==> src/splitter_defs.vh <==
// register offsets, field positions and reset values for the splitter control bank
`ifndef SPLITTER_DEFS_VH
`define SPLITTER_DEFS_VH
`define OFS_CONTROL      3'h0
`define OFS_RECEIVER     3'h1
`define OFS_PORT1_OUT    3'h2
`define OFS_PORT2_OUT    3'h3
`define OFS_PORT3_OUT    3'h4
`define RST_CONTROL      8'hFF
`define RST_RECEIVER     8'h00
`define RST_PORT_OUT     8'h00
`define CTL_NORMAL_BIT   7
`define CTL_P1_EN_BIT    6
`define CTL_P2_EN_BIT    5
`define CTL_P3_EN_BIT    4
`define CTL_P4_EN_BIT    3
`define CTL_DETECT_BIT   2
`define RX_TERM_OFF_BIT  7
`define RX_BIAS_BIT      6
`define RX_BIAS_REG_BIT  5
`define RX_EQ_MSB        4
`define RX_EQ_LSB        2
`define RX_SQ_OFF_BIT    1
`define TX_TYPE_BIT      7
`define TX_EMPH_MSB      6
`define TX_EMPH_LSB      4
`define TX_SWING_MSB     3
`define TX_SWING_LSB     2
`define TX_SLEW_MSB      1
`define TX_SLEW_LSB      0
`endif

==> src/port_output_decode.v <==
// decodes one port transmitter setup byte into driver controls
`include "splitter_defs.vh"
module port_output_decode (
  // setup byte
  input  wire [7:0] setup,
  // decoded driver controls
  output reg        double_term,
  output reg  [2:0] emph_level,
  output reg        emph_high_swing,
  output reg  [1:0] swing_trim,
  output reg  [1:0] slew_trim
);
  // emph_level 0..4 = 0, 1.5, 2.5, 3.5, 6 dB; swing 0..3 = nom,-10,+10,+20%; slew 0..2 = nom,+5,+10%
  always @* begin
    double_term = setup[`TX_TYPE_BIT];
    emph_high_swing = setup[`TX_EMPH_MSB];
    if (setup[`TX_EMPH_MSB]) begin
      emph_level = 3'h4;
    end else begin
      emph_level = {1'b0, setup[`TX_EMPH_MSB-1:`TX_EMPH_LSB]};
    end
    swing_trim = setup[`TX_SWING_MSB:`TX_SWING_LSB];
    case (setup[`TX_SLEW_MSB:`TX_SLEW_LSB])
      2'h0: slew_trim = 2'h0;
      2'h3: slew_trim = 2'h2;
      default: slew_trim = 2'h1;
    endcase
  end
endmodule

==> src/splitter_control_registers.v <==
// control register bank of the 1:4 splitter, with derived analog controls
`include "splitter_defs.vh"
module splitter_control_registers (
  // clock and reset
  input  wire       clk,
  input  wire       rst_n,
  // register access port (from the serial slave front end)
  input  wire       reg_wr,
  input  wire [2:0] reg_addr,
  input  wire [7:0] reg_wdata,
  output reg  [7:0] reg_rdata,
  // device pins
  input  wire       control_source_select,
  input  wire       output_enable_pin,
  input  wire       all_ports_pin,
  input  wire [1:0] port_select_pin,
  input  wire       bias_pin,
  input  wire [3:0] sink_plug_detect,
  input  wire       clock_detected,
  output reg        source_plug_indicator,
  // receiver controls
  output reg        rx_powered,
  output reg        rx_term_connected,
  output reg        rx_bias_to_supply,
  output reg  [2:0] rx_eq_code,
  output reg  [5:0] rx_eq_halfdb,
  output reg        squelch_active,
  // driver controls per port
  output reg  [3:0] port_active,
  output reg  [2:0] port_double_term,
  output reg  [8:0] port_emph_level,
  output reg  [2:0] port_emph_high_swing,
  output reg  [5:0] port_swing_trim,
  output reg  [5:0] port_slew_trim
);
  // register storage
  reg  [7:0] control_reg;
  reg  [7:0] receiver_reg;
  reg  [7:0] port_setup_reg [0:2];
  // pin synchronisers, two flops before any logic
  reg  [9:0] pin_meta_reg;
  reg  [9:0] pin_sync_reg;
  wire       mode_reg_s;
  wire       oe_s;
  wire       all_s;
  wire [1:0] sel_s;
  wire       bias_s;
  wire [3:0] plug_s;
  wire       clk_det_s;
  // combinational next values
  reg  [3:0] port_enable_next;
  reg  [3:0] port_active_next;
  reg        term_next;
  reg        bias_next;
  reg  [5:0] eq_next;
  reg        plug_next;
  reg  [7:0] rdata_next;
  // global qualifiers
  wire       detect_on;
  wire       squelch_on;
  // decoder outputs, packed per port
  wire [2:0] dt_w;
  wire [8:0] em_w;
  wire [2:0] hs_w;
  wire [5:0] sw_w;
  wire [5:0] sl_w;

  // synchronise asynchronous pin levels; a pin change reaches the outputs
  // three edges later: two synchroniser flops, then the output flop
  // levels only: a pin pulse shorter than a clock may be lost, which
  // straps and plug-detect lines tolerate
  always @(posedge clk or negedge rst_n) begin
    if (!rst_n) begin
      pin_meta_reg <= 10'h000;
      pin_sync_reg <= 10'h000;
    end else begin
      pin_meta_reg <= {clock_detected, sink_plug_detect, bias_pin, port_select_pin,
                       all_ports_pin, output_enable_pin};
      pin_sync_reg <= pin_meta_reg;
    end
  end
  assign oe_s       = pin_sync_reg[0];
  assign all_s      = pin_sync_reg[1];
  assign sel_s      = pin_sync_reg[3:2];
  assign bias_s     = pin_sync_reg[4];
  assign plug_s     = pin_sync_reg[8:5];
  assign clk_det_s  = pin_sync_reg[9];

  // mode select is a strap-like pin, synchronised separately
  reg mode_meta_reg;
  reg mode_sync_reg;
  always @(posedge clk or negedge rst_n) begin
    if (!rst_n) begin
      mode_meta_reg <= 1'b0;
      mode_sync_reg <= 1'b0;
    end else begin
      mode_meta_reg <= control_source_select;
      mode_sync_reg <= mode_meta_reg;
    end
  end
  assign mode_reg_s = mode_sync_reg;

  // register writes; reserved bits kept as plain storage
  // unmapped offsets drop the write, so no access has side effects
  always @(posedge clk or negedge rst_n) begin
    if (!rst_n) begin
      control_reg       <= `RST_CONTROL;
      receiver_reg      <= `RST_RECEIVER;
      port_setup_reg[0] <= `RST_PORT_OUT;
      port_setup_reg[1] <= `RST_PORT_OUT;
      port_setup_reg[2] <= `RST_PORT_OUT;
    end else if (reg_wr) begin
      case (reg_addr)
        `OFS_CONTROL:   control_reg       <= reg_wdata;
        `OFS_RECEIVER:  receiver_reg      <= reg_wdata;
        `OFS_PORT1_OUT: port_setup_reg[0] <= reg_wdata;
        `OFS_PORT2_OUT: port_setup_reg[1] <= reg_wdata;
        `OFS_PORT3_OUT: port_setup_reg[2] <= reg_wdata;
        default: ;
      endcase
    end
  end

  // per-port setup decode; port 4 has no setup register here
  genvar gi;
  generate
    for (gi = 0; gi < 3; gi = gi + 1) begin : g_port
      port_output_decode u_dec (
        .setup           (port_setup_reg[gi]),
        .double_term     (dt_w[gi]),
        .emph_level      (em_w[3*gi+2:3*gi]),
        .emph_high_swing (hs_w[gi]),
        .swing_trim      (sw_w[2*gi+1:2*gi]),
        .slew_trim       (sl_w[2*gi+1:2*gi])
      );
    end
  endgenerate

  // detection control comes up enabled with the control reset value
  assign detect_on  = control_reg[`CTL_DETECT_BIT];
  // squelch engages when enabled and no input clock is seen
  assign squelch_on = ~receiver_reg[`RX_SQ_OFF_BIT] & ~clk_det_s;

  // port enable source: register bits in register mode, straps otherwise
  always @* begin
    if (mode_reg_s) begin
      // register bits only govern while the mode pin selects register control
      port_enable_next = {control_reg[`CTL_P4_EN_BIT],
                          control_reg[`CTL_P3_EN_BIT],
                          control_reg[`CTL_P2_EN_BIT],
                          control_reg[`CTL_P1_EN_BIT]};
    end else if (all_s) begin
      port_enable_next = 4'hF;
    end else begin
      // one-hot strap decode, select 0 is port 1
      port_enable_next = 4'h1 << sel_s;
    end
  end

  // port activity: enable, then plug gating, then the global kills
  always @* begin
    port_active_next = port_enable_next;
    if (detect_on) begin
      // a port with nothing plugged stays dark even when enabled
      port_active_next = port_active_next & plug_s;
    end
    if (!oe_s || !control_reg[`CTL_NORMAL_BIT]) begin
      // enable pin low or standby: every driver is powered down
      port_active_next = 4'h0;
    end
    if (squelch_on) begin
      // no input clock: drivers off rather than pass noise downstream
      port_active_next = 4'h0;
    end
  end

  // input termination: register bit, then detection and enable pin overrides
  always @* begin
    term_next = ~receiver_reg[`RX_TERM_OFF_BIT];
    if (detect_on && plug_s == 4'h0) begin
      // nothing plugged anywhere, so the input need not load the source
      term_next = 1'b0;
    end
    if (!oe_s) begin
      // enable pin low shuts the receiver, its termination with it
      term_next = 1'b0;
    end
  end

  // termination bias: the register choice only once bit 5 hands it over
  always @* begin
    if (receiver_reg[`RX_BIAS_REG_BIT]) begin
      bias_next = receiver_reg[`RX_BIAS_BIT];
    end else begin
      // default: the bias strap alone decides
      bias_next = bias_s;
    end
  end

  // equalizer gain in half-dB units, so 2.5 dB steps stay whole numbers;
  // a table rather than arithmetic keeps code 101 on the step line
  always @* begin
    case (receiver_reg[`RX_EQ_MSB:`RX_EQ_LSB])
      3'h0: eq_next = 6'h05;
      3'h1: eq_next = 6'h0A;
      3'h2: eq_next = 6'h0F;
      3'h3: eq_next = 6'h14;
      3'h4: eq_next = 6'h19;
      3'h5: eq_next = 6'h1E;
      3'h6: eq_next = 6'h23;
      3'h7: eq_next = 6'h28;
      default: eq_next = 6'h05;
    endcase
  end

  // source plug indicator: plugged ports among the enabled ones
  always @* begin
    // one expression serves both modes: port_enable_next already holds the register bits or the straps
    plug_next = |(plug_s & port_enable_next);
    if (!oe_s) begin
      // enable pin low reports nothing plugged to the source
      plug_next = 1'b0;
    end
  end

  // read mux; the result is registered below, one cycle after the address
  always @* begin
    case (reg_addr)
      `OFS_CONTROL:   rdata_next = control_reg;
      `OFS_RECEIVER:  rdata_next = receiver_reg;
      `OFS_PORT1_OUT: rdata_next = port_setup_reg[0];
      `OFS_PORT2_OUT: rdata_next = port_setup_reg[1];
      `OFS_PORT3_OUT: rdata_next = port_setup_reg[2];
      default:        rdata_next = 8'h00;
    endcase
  end

  // all outputs registered so analog controls never glitch
  // one cycle of lag on every control is the price of glitch-free levels
  always @(posedge clk or negedge rst_n) begin
    if (!rst_n) begin
      // read path and plug indicator
      reg_rdata             <= 8'h00;
      source_plug_indicator <= 1'b0;
      // receiver controls
      rx_powered            <= 1'b0;
      rx_term_connected     <= 1'b0;
      rx_bias_to_supply     <= 1'b0;
      rx_eq_code            <= 3'h0;
      rx_eq_halfdb          <= 6'h05;
      squelch_active        <= 1'b0;
      // driver controls
      port_active           <= 4'h0;
      port_double_term      <= 3'h0;
      port_emph_level       <= 9'h000;
      port_emph_high_swing  <= 3'h0;
      port_swing_trim       <= 6'h00;
      port_slew_trim        <= 6'h00;
    end else begin
      // read path and plug indicator
      reg_rdata             <= rdata_next;
      source_plug_indicator <= plug_next;
      // receiver controls
      rx_powered            <= oe_s & control_reg[`CTL_NORMAL_BIT];
      rx_term_connected     <= term_next;
      rx_bias_to_supply     <= bias_next;
      rx_eq_code            <= receiver_reg[`RX_EQ_MSB:`RX_EQ_LSB];
      rx_eq_halfdb          <= eq_next;
      squelch_active        <= squelch_on;
      // driver controls
      port_active           <= port_active_next;
      port_double_term      <= dt_w;
      port_emph_level       <= em_w;
      port_emph_high_swing  <= hs_w;
      port_swing_trim       <= sw_w;
      port_slew_trim        <= sl_w;
    end
  end
endmodule

==> config.mk <==
export PLATFORM = sky130hd
export DESIGN_NAME = splitter_control_registers
export DESIGN_NICKNAME = d
export VERILOG_FILES = /design/src/port_output_decode.v /design/src/splitter_control_registers.v
export VERILOG_INCLUDE_DIRS = /design/src /design/src/src
export SDC_FILE = /design/constraint.sdc
export NUM_CORES = 1
export LEC_CHECK = 0
export ABC_AREA = 1
export BUFFER_PORTS_ARGS = -buffer_cell sky130_fd_sc_hd__buf_2
export CAP_MARGIN = 20
export CORE_AREA = 10 10 118 120
export CTS_BUF_LIST = sky130_fd_sc_hd__clkbuf_8
export CTS_CLUSTER_DIAMETER = 60
export CTS_CLUSTER_SIZE = 8
export DETAILED_ROUTE_END_ITERATION = 8
export DIE_AREA = 0 0 128 130
export GPL_TIMING_DRIVEN = 0
export PLACE_DENSITY_LB_ADDON = 0.15
export REMOVE_ABC_BUFFERS = 1
export SETUP_SLACK_MARGIN = 0.15
export SYNTH_ARGS = -nofsm -noshare
export SYNTH_HDL_FRONTEND = slang
export SYNTH_SLANG_ARGS = --single-unit
==> constraint.sdc <==
create_clock -name clk -period 1.4 [get_ports clk]
set_clock_uncertainty 0.1 [all_clocks]
set_input_delay 0.14 -clock clk [delete_from_list [all_inputs] [get_ports clk]]
set_output_delay 0.14 -clock clk [all_outputs]
set_load 0.01 [all_outputs]
[Yosys cells after proc, flatten, opt, wreduce, memory -nomap -nowiden]
Memories as Yosys holds them, arrays and structs flattened. A register that Yosys moved wholly into a read port is not among the register bits.
Cells that the tools add are included.
W data, S select, Z words.
Word-level totals
  bits in writable memories: 0
  memory bits (read-only): 48
  register bits after elaboration: 109
  output and inout bits: 53
  latch bits: 0
  memories: 1
Operators by class
  div/mod/pow operators: 0
  bitwise logic cells: 6
  $add $sub $neg: 0
  magnitude comparators: 0
  equality and inequality tests: 7
  reduce and logical (&&, ||, !) cells: 16
  muxes and demuxes: 16
  shift operators: 1
  multiply operators: 0
Memories
  (name not given): depth 8, width 6, rd ports 1, clocked after Yosys merged registers in 1, wr ports 0, RTL line splitter_control_registers.v:203  | case (receiver_reg[`RX_EQ_MSB:`RX_EQ_LSB])
Operator list (count)
  $pmux W8 S5: 1
  $mux W4: 5
  $pmux W2 S2: 3
  $reduce_and A2 Y1: 5
  $mux W3: 3
  $eq A2 B2 Y1 const B: 3
  $eq A3 B2 Y1 const B: 2
  $logic_not A2 Y1: 3
  $and A4 B4 Y4: 1
  $logic_not A4 Y1: 1
  $mux W1: 4
  $reduce_or A4 Y1: 1
  $shl A1 B2 Y4 const A: 1
  $eq A3 B1 Y1 const B: 1
  $eq A3 B3 Y1 const B: 1
  $logic_not A1 Y1: 3
  $logic_not A3 Y1: 1
  $not A1 Y1: 3
  $and A1 B1 Y1: 2
  $logic_and A1 B1 Y1: 1
  $logic_or A1 B1 Y1: 1

[Depth between registers and ports, before layout]
  depth after elaboration: 7
  gate-level depth with buffers: 8
  depth with buffers taken out: 7

[Hierarchy]
Synthesis repeated with hierarchy kept, for this count alone.
Unflattened totals
  cells, all modules: 389
  area, all modules: 4285.4 um^2
Modules (own cells, without submodules)
  splitter_control_registers: area an instance 4090.2 um^2, sequential area each 2890.3 um^2, cells an instance 359, instances 1
  port_output_decode: area an instance 65.1 um^2, sequential area each 0.0 um^2, cells an instance 10, instances 3

[Least setup slack after synthesis]
Ideal clock, no wire load.
  path kind: input-to-reg
  start: input reg_addr[2]
  end: register receiver_reg[5]
  path buffers: 2
  setup slack: 156 ps
  data required time: 1179 ps
  library setup time: 121 ps
  cell stages on the path: 6
  data arrival time: 1023 ps
  cells stage by stage: buf_4 nor3_4 nand2_2 buf_6 nand2_1 o21ai_2
On the way
  cells in the longest elaborated chain, start to end: 2
Ends and longest elaborated chain
  start, declared: RTL line splitter_control_registers.v:9  | input wire [2:0] reg_addr,
  $eq A3 B1 Y1: RTL line splitter_control_registers.v:113  | case (reg_addr)
  $reduce_and A2 Y1 (no source line)
  end signal, assigned: RTL line splitter_control_registers.v:108  | receiver_reg <= `RST_RECEIVER;
  end signal, assigned: RTL line splitter_control_registers.v:115  | `OFS_RECEIVER: receiver_reg <= reg_wdata;
  end, declared: RTL line splitter_control_registers.v:38  | reg [7:0] receiver_reg;
Every way passes these cells.
A chain may end at the register's enable or synchronous reset.

[Worst setup path in the final report]
  start: register rx_eq_halfdb[0]
  end: output rx_eq_halfdb[0]
RTL lines
  start, declared: RTL line splitter_control_registers.v:26  | output reg [5:0] rx_eq_halfdb,
No word-level cell between the ends.

==> flow_metrics.py <==
metrics = {
    "sta": {
        "drv_slew": 0,
        "setup_violations": 0,
        "period_needed_ps": 1230,
        "slew_headroom_pct": 63.7,
        "fmax_mhz": 814,
        "worst_slew_pin_slew_ps": 542,
        "grt_setup_unrepaired": "yes",
        "hold_viol": 0,
        "min_period_over_period_pct": 87.8,
    },
    "worst_setup_path": {
        "rrSetupSlack_ps": 230,
        "worstSetupPathType": "register to output pin",
        "start_kind": "register",
        "worstPathCellList": "buf_6",
        "crit_fanout": 1,
        "slowest_stage": "dfstp_2",
        "rr_endpoint": "source_plug_indicator",
        "worstSetupStartpoint": "rx_eq_halfdb[0]",
        "crit_required_ps": 1160,
        "critPathMaxStageDelay_ps": 540,
        "endpoint_kind": "output pin",
        "worst_ep_arrival_time_ps": 990,
        "critPathTopFamily": "flip-flops",
        "regToRegStartpoint": "mode_reg_s",
        "critPathBufInv": 1,
        "r2r_cells": 6,
    },
    "worst_hold_path": {
        "hold_depth": 3,
        "hold_path_class": "primary input to register",
        "whs_endpoint": "port_setup_reg[21]",
        "hold_path.startpoint": "reg_wdata[5]",
    },
    "power": {
        "power_mw": 7.27,
        "powerDensity_nw_per_um2": 1440,
        "ir_drop_v": 0.000425,
        "leakage_nw": 2.67,
    },
    "die": {
        "dieArea_um2": 16600,
        "core_um2": 11700,
        "dieHeight_um": 130,
        "initial_core_util_pct": 35.2,
        "die_w_um": 128,
        "core.rowCount": 40,
        "num_io_pins": 78,
    },
    "cts": {
        "cts-root-buf": "clkbuf_8",
        "cts_buffers": 9,
        "cts_max_path_buffers": 2,
        "clk_latency_ps": 370,
        "clk_pin_slew_ps": 100,
        "htree_levels": 3,
        "cts_tree": "yes",
        "cts.sinks": 112,
    },
    "placement": {
        "place_area_um2": 4640,
        "hpwlAfterDp_um": 6290,
        "gp_congestion": 0.769,
        "portBuffers": 77,
    },
    "detailed_routing": {
        "via_per_inst": 4.34,
        "first_pass_iters": 4,
        "drt_iter0_markers": 169,
        "vias": 2714,
        "routed_wl_um": 9120,
        "wl_per_cell_um": 14.6,
        "drc_errors": 0,
        "antenna_left": 0,
    },
    "logic_synthesis": {
        "yosysWarnings": 0,
        "async_flop_share_pct": 100,
        "syn-instance-count": 376,
        "seq_area_frac_synth_pct": 68.3,
        "yosys.area.top_type": "dfrtp_1",
        "syn-cell-area_um2": 4120,
        "synth_edf_count": 0,
        "yosys-top-cells-area": "dfrtp_1 62%, nand2_1 10%, dfstp_2 6.4%, o21ai_2 3.2%, inv_1 2.6%",
        "synth_cell_types": 25,
        "syn_area_per_cell_um2": 11.0,
        "yosysTopAreaCellShare_pct": 62.0,
        "ys_seq_elements": 112,
        "synth_ff_type": "dfrtp_1",
    },
    "cells_and_area": {
        "area_growth_pct": 23.0,
        "final_layout_size_suffix_gt1_share_pct": 31.0,
        "design_area_um2": 5070,
        "layout_common_cells": "113 x nand2_1, 99 x dfrtp_1, 74 x buf_2",
        "finalNetCount": 504,
        "largest_reg_flops": 24,
        "final_common_cell": "nand2_1",
    },
    "global_routing": {
        "grt_util_all_layers_pct": 11.3,
        "grt_pass1_wl_um": 14600,
        "overflow": 0,
        "grt_pass1_vias": 2849,
        "antenna_found_initial": 0,
        "grt_start_max_net_pins": 74,
    },
    "run_status": {
        "outcome": "finished, final reports clean",
    },
    "flow_run": {
        "maxCapViolations": 0,
    },
}
==> per-stage QoR <==
step / setup WS [ps] / std cells / setup TNS [ps] / utilization (%) / hold WS [ps]
after CTS: 145 / 619 / 0 / 42.7 / 2.42
after detailed placement: -303 / 590 / -5240 / 39.6 / 55.5
final: 171 / 625 / 0 / 43.3 / 5.75
after floorplan: 274 / 365 / 0 / - / -256
after global routing: 129 / 624 / 0 / 43.2 / 26.2
after global placement: -1170 / 589 / -129090 / 39.4 / 150
==> cell usage after synthesis (2+ instances only) <==
master,instances
nor3_4,3
nand2_1,114
o21ai_0,11
o21ai_1,17
nand3_1,12
inv_1,29
inv_2,2
dfstp_2,10
buf_2,3
buf_6,2
nand2_2,6
nor3_1,4
dfrtp_1,102
ha_1,7
nor2_1,26
buf_4,5
o21ai_2,15
==> area by class of cell <==
cell class | count | area, um^2
timing repair buffer | 96 | 597
clock buffer | 12 | 165
clock inverter | 4 | 43.8
tap | 147 | 184
fill | 1170 | 6650
inverter | 32 | 123
multi-input combinational | 221 | 1130
antenna | 1 | 2.50
sequential | 112 | 2820
==> repair_timing <==
action	4_1_cts	5_1_grt
pin swaps	1	1
resized for setup	5	8
setup endpoints to repair	20	73
setup buffers	1	5
endpoints found under the hold margin	50	0
hold buffers	12	0
==> worst max path at each step <==
stage / endpoint / cells after the start
finish: rx_eq_halfdb[0] / 1
global placement: rx_eq_halfdb[1] / 1
floorplan: rx_eq_halfdb[3] / 5
CTS: rx_eq_halfdb[0] / 1
global route: rx_eq_halfdb[2] / 1
detailed placement: receiver_reg[4] / 6
==> routing by layer <==
metal	global-route usage, %	share of wire [%]	wire (um)	up-vias
li1	-	-	-	1363
met1	13.4	44	3970	1286
met2	18.7	49	4510	55
met3	2.72	5.3	484	10
met4	5.50	1.6	150	0
met5	0	0	0	-
==> kinds of logic (layout without fill, tap and decap cells) <==
family,count (synthesis),after routing,share of synthesized area (%)
adders and majority gates,7,7,2.13
buffers and inverters,43,144,4.89
AOI/OAI and AO/OA,45,45,6.90
other,0,1,0
DFF,112,112,68.3
and+or+nand+nor,168,168,17.5
muxes,1,1,0.273
==> where the power goes <==
group / internal [mW] / total (mW) / switching [mW]
logic: 0.518 / 1.22 / 0.701
registers: 3.78 / 4.06 / 0.282
clock network: 0.964 / 1.99 / 1.03
No activity file was read; power rests on OpenSTA's default activity.
